==> config.mk <==
export PLATFORM = sky130hd
export DESIGN_NAME = vpint_top
export DESIGN_NICKNAME = d
export VERILOG_FILES = /design/src/placeholder_end.sv /design/src/vpint_pkg.sv /design/src/vpint_status_bank.sv /design/src/vpint_irq_gate.sv /design/src/vpint_top.sv
export SDC_FILE = /design/constraint.sdc
export NUM_CORES = 1
export LEC_CHECK = 0
export ABC_CLOCK_PERIOD_IN_PS = 3200
export BUFFER_PORTS_ARGS = -buffer_cell sky130_fd_sc_hd__buf_4
export CORE_MARGIN = 8
export CORE_UTILIZATION = 30
export CTS_CLUSTER_DIAMETER = 50
export CTS_CLUSTER_SIZE = 14
export DETAILED_ROUTE_END_ITERATION = 7
export PLACE_DENSITY = 0.63
export REMOVE_ABC_BUFFERS = 1
export SKIP_LAST_GASP = 1
export SLEW_MARGIN = 20
export SYNTH_ARGS = -nofsm -noshare
export SYNTH_HDL_FRONTEND = slang
export SYNTH_SLANG_ARGS = --single-unit
==> constraint.sdc <==
create_clock -name aclk -period 3.2 [get_ports aclk]
set_clock_uncertainty 0.15 [all_clocks]
set_input_delay 0.64 -clock aclk [delete_from_list [all_inputs] [get_ports aclk]]
set_output_delay 0.64 -clock aclk [all_outputs]
set_load 0.1 [all_outputs]
==> src/placeholder_end.sv <==
// Intentionally empty
`timescale 1ns/1ps

==> src/vpint_pkg.sv <==
// Constants and carrier types for the video port interrupt enable block
package vpint_pkg;

    localparam int DATA_W = 32;
    localparam int ADDR_W = 8;
    localparam int STRB_W = 4;
    localparam int BYTE_W = 8;

    // Register byte offsets
    localparam logic [7:0] OFF_ENABLE = 8'h00;
    localparam logic [7:0] OFF_STATUS = 8'h04;
    localparam logic [7:0] WORD_MASK = 8'hFC;

    // Implemented bits: enable holds the global bit, status does not
    localparam logic [31:0] EN_MASK = 32'h00FF7CFF;
    localparam logic [31:0] STATUS_MASK = 32'h00FF7CFE;
    localparam logic [31:0] EN_RESET = 32'h00000000;
    localparam logic [31:0] STATUS_RESET = 32'h00000000;

    // Field positions
    localparam int LONG_FIELD_B_EN = 23;
    localparam int CAPTURE_OVERRUN_B_EN = 17;
    localparam int GPIO_EN = 16;
    localparam int DISPLAY_DONE_UNACKED_EN = 14;
    localparam int DISPLAY_DONE_EN = 13;
    localparam int DISPLAY_UNDERRUN_EN = 12;
    localparam int TIME_CLOCK_TICK_EN = 11;
    localparam int TIME_CLOCK_COMPARE_EN = 10;
    localparam int LONG_FIELD_A_EN = 7;
    localparam int CAPTURE_OVERRUN_A_EN = 1;
    localparam int GLOBAL_IRQ_EN = 0;

    // AXI responses
    localparam logic [1:0] RESP_OKAY = 2'h0;
    localparam logic [1:0] RESP_SLVERR = 2'h2;

    // Held write request
    typedef struct packed {
        logic [ADDR_W-1:0] addr;
        logic [DATA_W-1:0] data;
        logic [STRB_W-1:0] strb;
    } vpint_wr_type;

    // Status flag update: hardware sets, software clears
    typedef struct packed {
        logic [DATA_W-1:0] set;
        logic [DATA_W-1:0] clr;
    } vpint_flag_upd_type;

endpackage

==> src/vpint_status_bank.sv <==
// Sticky interrupt status flags, write one to clear
`timescale 1ns/1ps
module vpint_status_bank (
    input logic aclk,
    input logic aresetn,
    input vpint_pkg::vpint_flag_upd_type upd,
    output logic [vpint_pkg::DATA_W-1:0] status_q
);

    logic [vpint_pkg::DATA_W-1:0] status_d;

    // Per flag next value, set wins over clear
    for (genvar i = 0; i < vpint_pkg::DATA_W; i++) begin : g_flag
        always_comb begin
            status_d[i] = upd.set[i] | (status_q[i] & ~upd.clr[i]);
        end
    end

    always_ff @(posedge aclk) begin
        if (!aresetn) begin
            status_q <= vpint_pkg::STATUS_RESET;
        end else begin
            status_q <= status_d & vpint_pkg::STATUS_MASK;
        end
    end

endmodule

==> src/vpint_irq_gate.sv <==
// Interrupt combiner: pending flags gated by enables and global enable
`timescale 1ns/1ps
module vpint_irq_gate (
    input logic aclk,
    input logic aresetn,
    input logic [vpint_pkg::DATA_W-1:0] enable,
    input logic [vpint_pkg::DATA_W-1:0] status,
    output logic irq_q
);

    logic [vpint_pkg::DATA_W-1:0] contrib;
    logic irq_d;

    // Per source gating
    for (genvar i = 0; i < vpint_pkg::DATA_W; i++) begin : g_src
        always_comb begin
            contrib[i] = status[i] & enable[i] & vpint_pkg::STATUS_MASK[i];
        end
    end

    always_comb begin
        irq_d = enable[vpint_pkg::GLOBAL_IRQ_EN] & (|contrib);
    end

    always_ff @(posedge aclk) begin
        if (!aresetn) begin
            irq_q <= 1'b0;
        end else begin
            irq_q <= irq_d;
        end
    end

endmodule

==> src/vpint_top.sv <==
// Video port interrupt enable and status registers on AXI4-Lite
//
// Contract
// - Each event source reaches the interrupt only while its enable bit is set.
// - Reserved enable bits read zero and ignore writes.
// - Implemented enable bits are read/write and reset to zero.
// - Bits 23..17 enable the seven channel B capture sources.
// - Bit 16 enables the general purpose I/O source.
// - Bit 14 enables display done unacknowledged, bit 13 display done.
// - Bit 12 enables the display underrun source.
// - Bit 11 enables the time clock tick source.
// - Bit 10 enables time clock compare; bits 9 and 8 read zero.
// - Bits 7..1 enable the seven channel A sources, same order as B.
// - Bit 0 is a global enable; without it no interrupt leaves.
// - Separate status flags, same positions, write one clears; only enabled ones count.
`timescale 1ns/1ps
module vpint_top (
    input logic aclk,
    input logic aresetn,
    input logic [vpint_pkg::ADDR_W-1:0] awaddr,
    input logic [2:0] awprot,
    input logic awvalid,
    output logic awready,
    input logic [vpint_pkg::DATA_W-1:0] wdata,
    input logic [vpint_pkg::STRB_W-1:0] wstrb,
    input logic wvalid,
    output logic wready,
    output logic [1:0] bresp,
    output logic bvalid,
    input logic bready,
    input logic [vpint_pkg::ADDR_W-1:0] araddr,
    input logic [2:0] arprot,
    input logic arvalid,
    output logic arready,
    output logic [vpint_pkg::DATA_W-1:0] rdata,
    output logic [1:0] rresp,
    output logic rvalid,
    input logic rready,
    input logic [vpint_pkg::DATA_W-1:0] src_event,
    output logic irq
);

    ////////////////////////////////////////////////////////////////////////////
    // Declarations
    vpint_pkg::vpint_wr_type wr_q, wr_d;
    vpint_pkg::vpint_flag_upd_type upd;
    logic aw_held_q, aw_held_d;
    logic w_held_q, w_held_d;
    logic awready_q, awready_d;
    logic wready_q, wready_d;
    logic bvalid_q, bvalid_d;
    logic [1:0] bresp_q, bresp_d;
    logic arready_q, arready_d;
    logic rvalid_q, rvalid_d;
    logic [1:0] rresp_q, rresp_d;
    logic [vpint_pkg::DATA_W-1:0] rdata_q, rdata_d;
    logic [vpint_pkg::DATA_W-1:0] en_q, en_d;
    logic [vpint_pkg::DATA_W-1:0] status;
    logic [vpint_pkg::DATA_W-1:0] lane_mask;
    logic [vpint_pkg::ADDR_W-1:0] rd_addr;
    logic wr_fire, wr_en_hit, wr_st_hit, rd_fire;
    logic irq_q;

    ////////////////////////////////////////////////////////////////////////////
    // Write strobe lanes
    for (genvar g = 0; g < vpint_pkg::STRB_W; g++) begin : g_lane
        always_comb begin
            lane_mask[g*vpint_pkg::BYTE_W +: vpint_pkg::BYTE_W] =
                {vpint_pkg::BYTE_W{wr_q.strb[g]}};
        end
    end

    ////////////////////////////////////////////////////////////////////////////
    // Write channels
    always_comb begin
        wr_fire = aw_held_q && w_held_q && !bvalid_q;
        wr_en_hit = (wr_q.addr == vpint_pkg::OFF_ENABLE);
        wr_st_hit = (wr_q.addr == vpint_pkg::OFF_STATUS);
        aw_held_d = aw_held_q;
        w_held_d = w_held_q;
        wr_d = wr_q;
        bvalid_d = bvalid_q;
        bresp_d = bresp_q;
        if (awvalid && awready_q) begin
            aw_held_d = 1'b1;
            wr_d.addr = awaddr & vpint_pkg::WORD_MASK;
        end
        if (wvalid && wready_q) begin
            w_held_d = 1'b1;
            wr_d.data = wdata;
            wr_d.strb = wstrb;
        end
        if (wr_fire) begin
            aw_held_d = 1'b0;
            w_held_d = 1'b0;
            bvalid_d = 1'b1;
            if (wr_en_hit || wr_st_hit) begin
                bresp_d = vpint_pkg::RESP_OKAY;
            end else begin
                bresp_d = vpint_pkg::RESP_SLVERR;
            end
        end
        if (bvalid_q && bready) begin
            bvalid_d = 1'b0;
        end
        awready_d = !aw_held_d && !bvalid_d;
        wready_d = !w_held_d && !bvalid_d;
    end

    ////////////////////////////////////////////////////////////////////////////
    // Enable register and status updates
    always_comb begin
        en_d = en_q;
        if (wr_fire && wr_en_hit) begin
            en_d = ((en_q & ~lane_mask) | (wr_q.data & lane_mask))
                & vpint_pkg::EN_MASK;
        end
        upd.set = src_event & vpint_pkg::STATUS_MASK;
        if (wr_fire && wr_st_hit) begin
            upd.clr = wr_q.data & lane_mask & vpint_pkg::STATUS_MASK;
        end else begin
            upd.clr = '0;
        end
    end

    ////////////////////////////////////////////////////////////////////////////
    // Read channels
    always_comb begin
        rd_fire = arvalid && arready_q;
        rd_addr = araddr & vpint_pkg::WORD_MASK;
        arready_d = arready_q;
        rvalid_d = rvalid_q;
        rdata_d = rdata_q;
        rresp_d = rresp_q;
        if (rvalid_q && rready) begin
            rvalid_d = 1'b0;
            arready_d = 1'b1;
        end
        if (!arready_q && !rvalid_q) begin
            arready_d = 1'b1;
        end
        if (rd_fire) begin
            arready_d = 1'b0;
            rvalid_d = 1'b1;
            rresp_d = vpint_pkg::RESP_OKAY;
            if (rd_addr == vpint_pkg::OFF_ENABLE) begin
                rdata_d = en_q & vpint_pkg::EN_MASK;
            end else if (rd_addr == vpint_pkg::OFF_STATUS) begin
                rdata_d = status & vpint_pkg::STATUS_MASK;
            end else begin
                rdata_d = '0;
                rresp_d = vpint_pkg::RESP_SLVERR;
            end
        end
    end

    ////////////////////////////////////////////////////////////////////////////
    // Registers
    always_ff @(posedge aclk) begin
        if (!aresetn) begin
            wr_q <= '0;
            aw_held_q <= 1'b0;
            w_held_q <= 1'b0;
            awready_q <= 1'b0;
            wready_q <= 1'b0;
            bvalid_q <= 1'b0;
            bresp_q <= vpint_pkg::RESP_OKAY;
            arready_q <= 1'b0;
            rvalid_q <= 1'b0;
            rdata_q <= '0;
            rresp_q <= vpint_pkg::RESP_OKAY;
            en_q <= vpint_pkg::EN_RESET;
        end else begin
            wr_q <= wr_d;
            aw_held_q <= aw_held_d;
            w_held_q <= w_held_d;
            awready_q <= awready_d;
            wready_q <= wready_d;
            bvalid_q <= bvalid_d;
            bresp_q <= bresp_d;
            arready_q <= arready_d;
            rvalid_q <= rvalid_d;
            rdata_q <= rdata_d;
            rresp_q <= rresp_d;
            en_q <= en_d;
        end
    end

    ////////////////////////////////////////////////////////////////////////////
    // Submodules
    vpint_status_bank u_status (
        .aclk(aclk),
        .aresetn(aresetn),
        .upd(upd),
        .status_q(status)
    );

    vpint_irq_gate u_gate (
        .aclk(aclk),
        .aresetn(aresetn),
        .enable(en_q),
        .status(status),
        .irq_q(irq_q)
    );

    always_comb begin
        awready = awready_q;
        wready = wready_q;
        bvalid = bvalid_q;
        bresp = bresp_q;
        arready = arready_q;
        rvalid = rvalid_q;
        rdata = rdata_q;
        rresp = rresp_q;
        irq = irq_q;
    end
endmodule

* Word-level counts from Yosys, hierarchy flattened
Cells that the tools add are included.
** Operators by class
- Bitwise operators :: 86
- Reduce and logical (&&, ||, !) cells :: 25
- Mux-type cells :: 16
- Equality and inequality tests :: 2
** Operator list (number)
- $mux 24 :: 3
- $and 24x24->24 :: 2
- $and 1x1->1 :: 41
- $not 24->24 :: 1
- $or 24x24->24 :: 1
- $not 1->1 :: 21
- $or 1x1->1 :: 20
- $reduce_or 20->1 :: 1
- $logic_not 8->1 :: 2
- $eq 6x1->1 const B :: 2
- $logic_and 1x1->1 :: 12
- $mux 1 :: 10
- $logic_not 1->1 :: 6
- $mux 2 :: 3
- $reduce_bool 2->1 :: 2
- $reduce_or 2->1 :: 1
- $logic_or 1x1->1 :: 1
** Storage, ports and cells
- Register bits :: 118
- Input bits :: 97
- Word-level logic and storage cells :: 145

* Logic depth before layout (Yosys ltp)
- Depth in word-level cells :: 7
- Mapped depth :: 6
- Mapped depth without buffers :: 4

* Modules after synthesis
Synthesis repeated with hierarchy kept, for this count alone.
** Second synthesis, totals
- Cell total of the unflattened synthesis :: 524
- Area total of the unflattened synthesis :: 4563.1 um2
** By module, submodules not included
- vpint_top :: times used 1, area each 3641.0 um2, cells each 434
- vpint_status_bank :: times used 1, area each 792.0 um2, cells each 75
- vpint_irq_gate :: times used 1, area each 130.1 um2, cells each 15

* Worst setup path before layout
No wires, ideal clock.
- Path type :: register -> register
- From :: reg arready_q (netlist: arready)
- To :: reg rdata_q, in the netlist rdata[13]
- Buffers on the path :: 1
- Arrival :: 2.119 ns
- Cell stages (with the launch flop) :: 6
- Required time :: 2.983 ns
- Library setup time :: 0.067 ns
- Path slack :: 0.863 ns
- Clock period less this slack :: 2.337 ns
- Path through :: dfxtp_1 > nand2_1 > nor3_1 > clkbuf_1 > a22oi_1 > nor2b_1
** Between the ends
- Longest elaborated chain between the ends :: 1
** RTL lines
- from (decl) :: RTL line vpint_top.sv:53 : logic arready_q, arready_d;
- from (signal assigned) :: RTL line vpint_top.sv:181 : arready_q <= arready_d;
- $logic_and 1x1->1 :: RTL line vpint_top.sv:129 : rd_fire = arvalid && arready_q;
- to (signal assigned) :: RTL line vpint_top.sv:183 : rdata_q <= rdata_d;
- to (decl) :: RTL line vpint_top.sv:56 : logic [vpint_pkg::DATA_W-1:0] rdata_q, rdata_d;
Every way passes these cells.
A chain may end at the register's enable or synchronous reset.

* Final worst setup path
- From :: reg wr_q[43] in the netlist's numbering
- To :: reg u_status.status_q[12] in the netlist's numbering
** Between the ends
- Longest elaborated chain between the ends :: 6
** RTL lines
- from (decl) :: RTL line vpint_top.sv:45 : vpint_pkg::vpint_wr_type wr_q, wr_d;
- from (signal assigned) :: RTL line vpint_top.sv:174 : wr_q <= wr_d;
- $eq 6x1->1 :: RTL line vpint_top.sv:78 : wr_st_hit = (wr_q.addr == vpint_pkg::OFF_STATUS);
- $logic_and 1x1->1 :: RTL line vpint_top.sv:119 : if (wr_fire && wr_st_hit) begin
- $mux 24 :: RTL line vpint_top.sv:119
- $not 1->1 :: RTL line vpint_status_bank.sv:15 : status_d[i] = upd.set[i] | (status_q[i] & ~upd.clr[i]);
- $and 1x1->1 :: RTL line vpint_status_bank.sv:15
- $or 1x1->1 :: RTL line vpint_status_bank.sv:15
- to (signal assigned) :: RTL line vpint_status_bank.sv:21 : status_q <= vpint_pkg::STATUS_RESET;
- to (signal assigned) :: RTL line vpint_status_bank.sv:23 : status_q <= status_d & vpint_pkg::STATUS_MASK;
- to (decl) :: RTL line vpint_status_bank.sv:7 : output logic [vpint_pkg::DATA_W-1:0] status_q
Every way passes these cells.

==> flow_summary_export.csv <==
group,metric,value,unit
clock_network,cts_made_buffers,9,
power_and_ir_drop,swShare,24.84,%
detailed_routing,drt.antenna.violating_nets,0,
global_route,antenna_found_initial,0,
detailed_routing,drt_iter0_markers,180,
cells_and_area,finalInstanceArea,0.005351,mm²
detailed_routing,wl,11240,µm
clock_network,cts-root-buf,"clkbuf_16",
setup_path,cp_max_fo,6,
cells_and_area,finish.net_count,639,
setup_path,worst_ep_required_time,3260,ps
cells_and_area,n_antenna_cell,0,
synth,ys_warn_count,0,
synth,ys_seq_area_share,48.41,%
clock_network,cts.path.max_buffers,2,
detailed_routing,vias,3417,
floorplan,die_w,134.6,µm
timing,rsz0062_at_grt,"false",
synth,synth_cell_types,35,
synth,syn_area,0.004218,mm²
power_and_ir_drop,seq_power_share,47.4,%
cells_and_area,final-seq-area,0.002042,mm²
global_route,grt_pass1_vias,3479,
clock_network,cts_num_sinks,102,
global_route,grt.overflow.total,0,
power_and_ir_drop,ir_worst_vdd,236.4,µV
global_route,grt_pass1_wl,17800,µm
cells_and_area,drive_gt1_share,24.86,%
setup_path,critPathArrivalTime,2250,ps
synth,synth.top_cell.area_share,48.41,%
setup_path,worstReg2RegStart,"wr_q[43]",
power_and_ir_drop,p_comb_share,11.4,%
cells_and_area,layout_common_cells,"dfxtp_1, buf_4, nand2_1",
timing,maxSlewViolCount,0,
cells_and_area,layout_commonest_cell,"dfxtp_1",
clock_network,post_cts_resized,0,
clock_network,cts_hold_buf,0,
detailed_routing,vias_per_cell,4.700,
synth,synth_area_leaders,"dfxtp_1, nand2_1, a21boi_0, mux2_2, mux2i_1",
setup_path,slowest_delay,500,ps
setup_path,critPathLaunchType,"flop",
floorplan,die_h,134.6,µm
global_route,grt_max_degree,94,
synth,synth_area_leader_cell,"dfxtp_1",
power_and_ir_drop,p_int,2.137,mW
detailed_routing,drt_first_pass_iters,4,
synth,synth_cells,460,
timing,hold_viol,0,
run,cap_violations,0,
floorplan,die_area,0.01811,mm²
place,postPlaceCellArea,0.005034,mm²
detailed_routing,wire_per_inst,15.46,µm
floorplan,core-area,0.01383,mm²
setup_path,crit_chain,"or4_1 -> or3_1 -> nor2_1 -> a31oi_1",
clock_network,cts.clk_slew.worst_paths,70,ps
timing,finalSetupViolations,0,
run_status,status,"finished, final reports clean",
setup_path,critical_path_buf_inv_count,0,
place,place_congestion,0.6834,
power_and_ir_drop,p_sw,706.2,µW
cells_and_area,multi_input_area,0.001937,mm²
setup_path,cp-end-kind,"flop",
cells_and_area,area_growth,26.88,%
setup_path,worst_r2r_path_depth,4,
place,dp.cells,711,
power_and_ir_drop,power.density,531.2,mW/mm²
setup_path,worst_path_max_delay_cell,"or4_1",
clock_network,post_cts_buffers,0,
clock_network,cts_tree,"done",
place,dp_hpwl,7779,µm
timing,worstMarginPinSlew,791.2,ps
worst_hold_path,min_path_cells,2,
floorplan,rows,43,
timing,final.min_clock_period,2190,ps
setup_path,crit_start,"wr_q[43]",
power_and_ir_drop,leakage,2.103,nW
floorplan,io_pins,139,
power_and_ir_drop,pwr-share-clk,41.1,%
timing,post-route-period-util,68.43,%
synth,ys_ff_latch,102,
timing,relSlewSlack,47.25,%
global_route,grt_util_all_layers,12.48,%
clock_network,htreeDepth,3,
setup_path,worstSetupPathType,"flop to flop",
synth,syn_avg_cell_area,9.169,µm²
cells_and_area,fillers,1402,
worst_hold_path,hold_class,"flop to flop",
detailed_routing,drc,0,
place,numPortBuffers,91,
floorplan,start_util,30.50,%
setup_path,r2r-end,"u_status.status_q[12]",
cells_and_area,stdcell_count,727,
setup_path,rrSetupSlack,1010,ps
timing,max_freq,0.4567,GHz
setup_path,critPathTopFamily,"simple AND/OR/NAND/NOR gates",
clock_network,insertion_delay,340,ps
worst_hold_path,min_from,"wr_q[4]",
power by group through the flow:
| stage | Sequential [mW] | Clock [mW] | Combinational, mW |
|---|---|---|---|
| floorplan | 1.41 | 0 | 0.158 |
| global placement | 1.37 | 0 | 0.321 |
| global route | 1.35 | 1.25 | 0.351 |
| detailed placement | 1.38 | 0 | 0.327 |
| CTS | 1.35 | 1.21 | 0.327 |
| finish | 1.35 | 1.17 | 0.325 |
routing by layer:
layer	wire, µm	global-route usage, %	part of all wire [%]
met2	5192	20.01	46
met4	155	4.242	1.4
met1	5140	15.13	46
met3	753	4.532	6.7
met5	0	0	0
tightest hold or removal path: stages (launching register included):
cell and delay, ps:
dfxtp_1 310, nand2_1 50, mux2i_1 60
worst max path at each step:
| stage | endpoint | slack [ps] | cells past startpoint |
|---|---|---|---|
| final | u_status.status_q[12] | 1010 | 4 |
| after global routing | u_status.status_q[14] | 880 | 4 |
| after CTS | u_status.status_q[12] | 970 | 4 |
| after detailed placement | rdata[22] | 950 | 6 |
| after global placement | u_status.status_q[14] | 990 | 4 |
| after floorplan | rdata[0] | -280 | 4 |
metrics by stage:
stage | worst slack, ps | power, mW | hold WS [ps] | setup TNS [ps] | util, %
CTS | 967.7 | 2.884 | 315.5 | 0 | 38.70
global route | 875.9 | 2.959 | 338.3 | 0 | 38.70
detailed placement | 952.3 | 1.704 | 304.7 | 0 | 36.40
finish | 1010 | 2.843 | 316.2 | 0 | 38.70
global placement | 990.8 | 1.696 | 294.2 | 0 | 36.40
floorplan | -279.1 | 1.568 | 284.7 | -4626 | -
cell type report:
type / instances / share of cell area, %
repair buffers: 100 / 14.03
multi-input cells: 308 / 36.19
inverters: 21 / 1.473
well taps: 180 / 4.209
clock inverters: 3 / 1.263
clock buffers: 13 / 4.676
flip-flops and latches: 102 / 38.16
cell usage after synthesis (all sizes together):
cell type	number
o21ai	20
or3	1
buf	18
a22o	5
nand3	6
conb	1
mux2i	21
dfxtp	102
nor2b	29
nor3	1
o211a	1
nand2b	3
nor2	6
and2	1
a221oi	5
inv	21
a21boi	32
nand2	87
and4b	1
nor4	1
clkbuf	23
a31oi	21
or4	2
a22oi	20
and3	4
a32oi	1
nor4bb	1
mux2	20
nor3b	3
a21oi	2
nand3b	1
kinds of logic after synthesis:
kind of cell | after synthesis | share of synthesized area [%]
flops | 102 | 48.41
compound gates | 107 | 17.50
other cells | 1 | 0.08891
buf+inv | 62 | 6.852
mux | 41 | 10.32
simple gates | 147 | 16.82
Note: power is estimated with default switching activity, not from simulation.
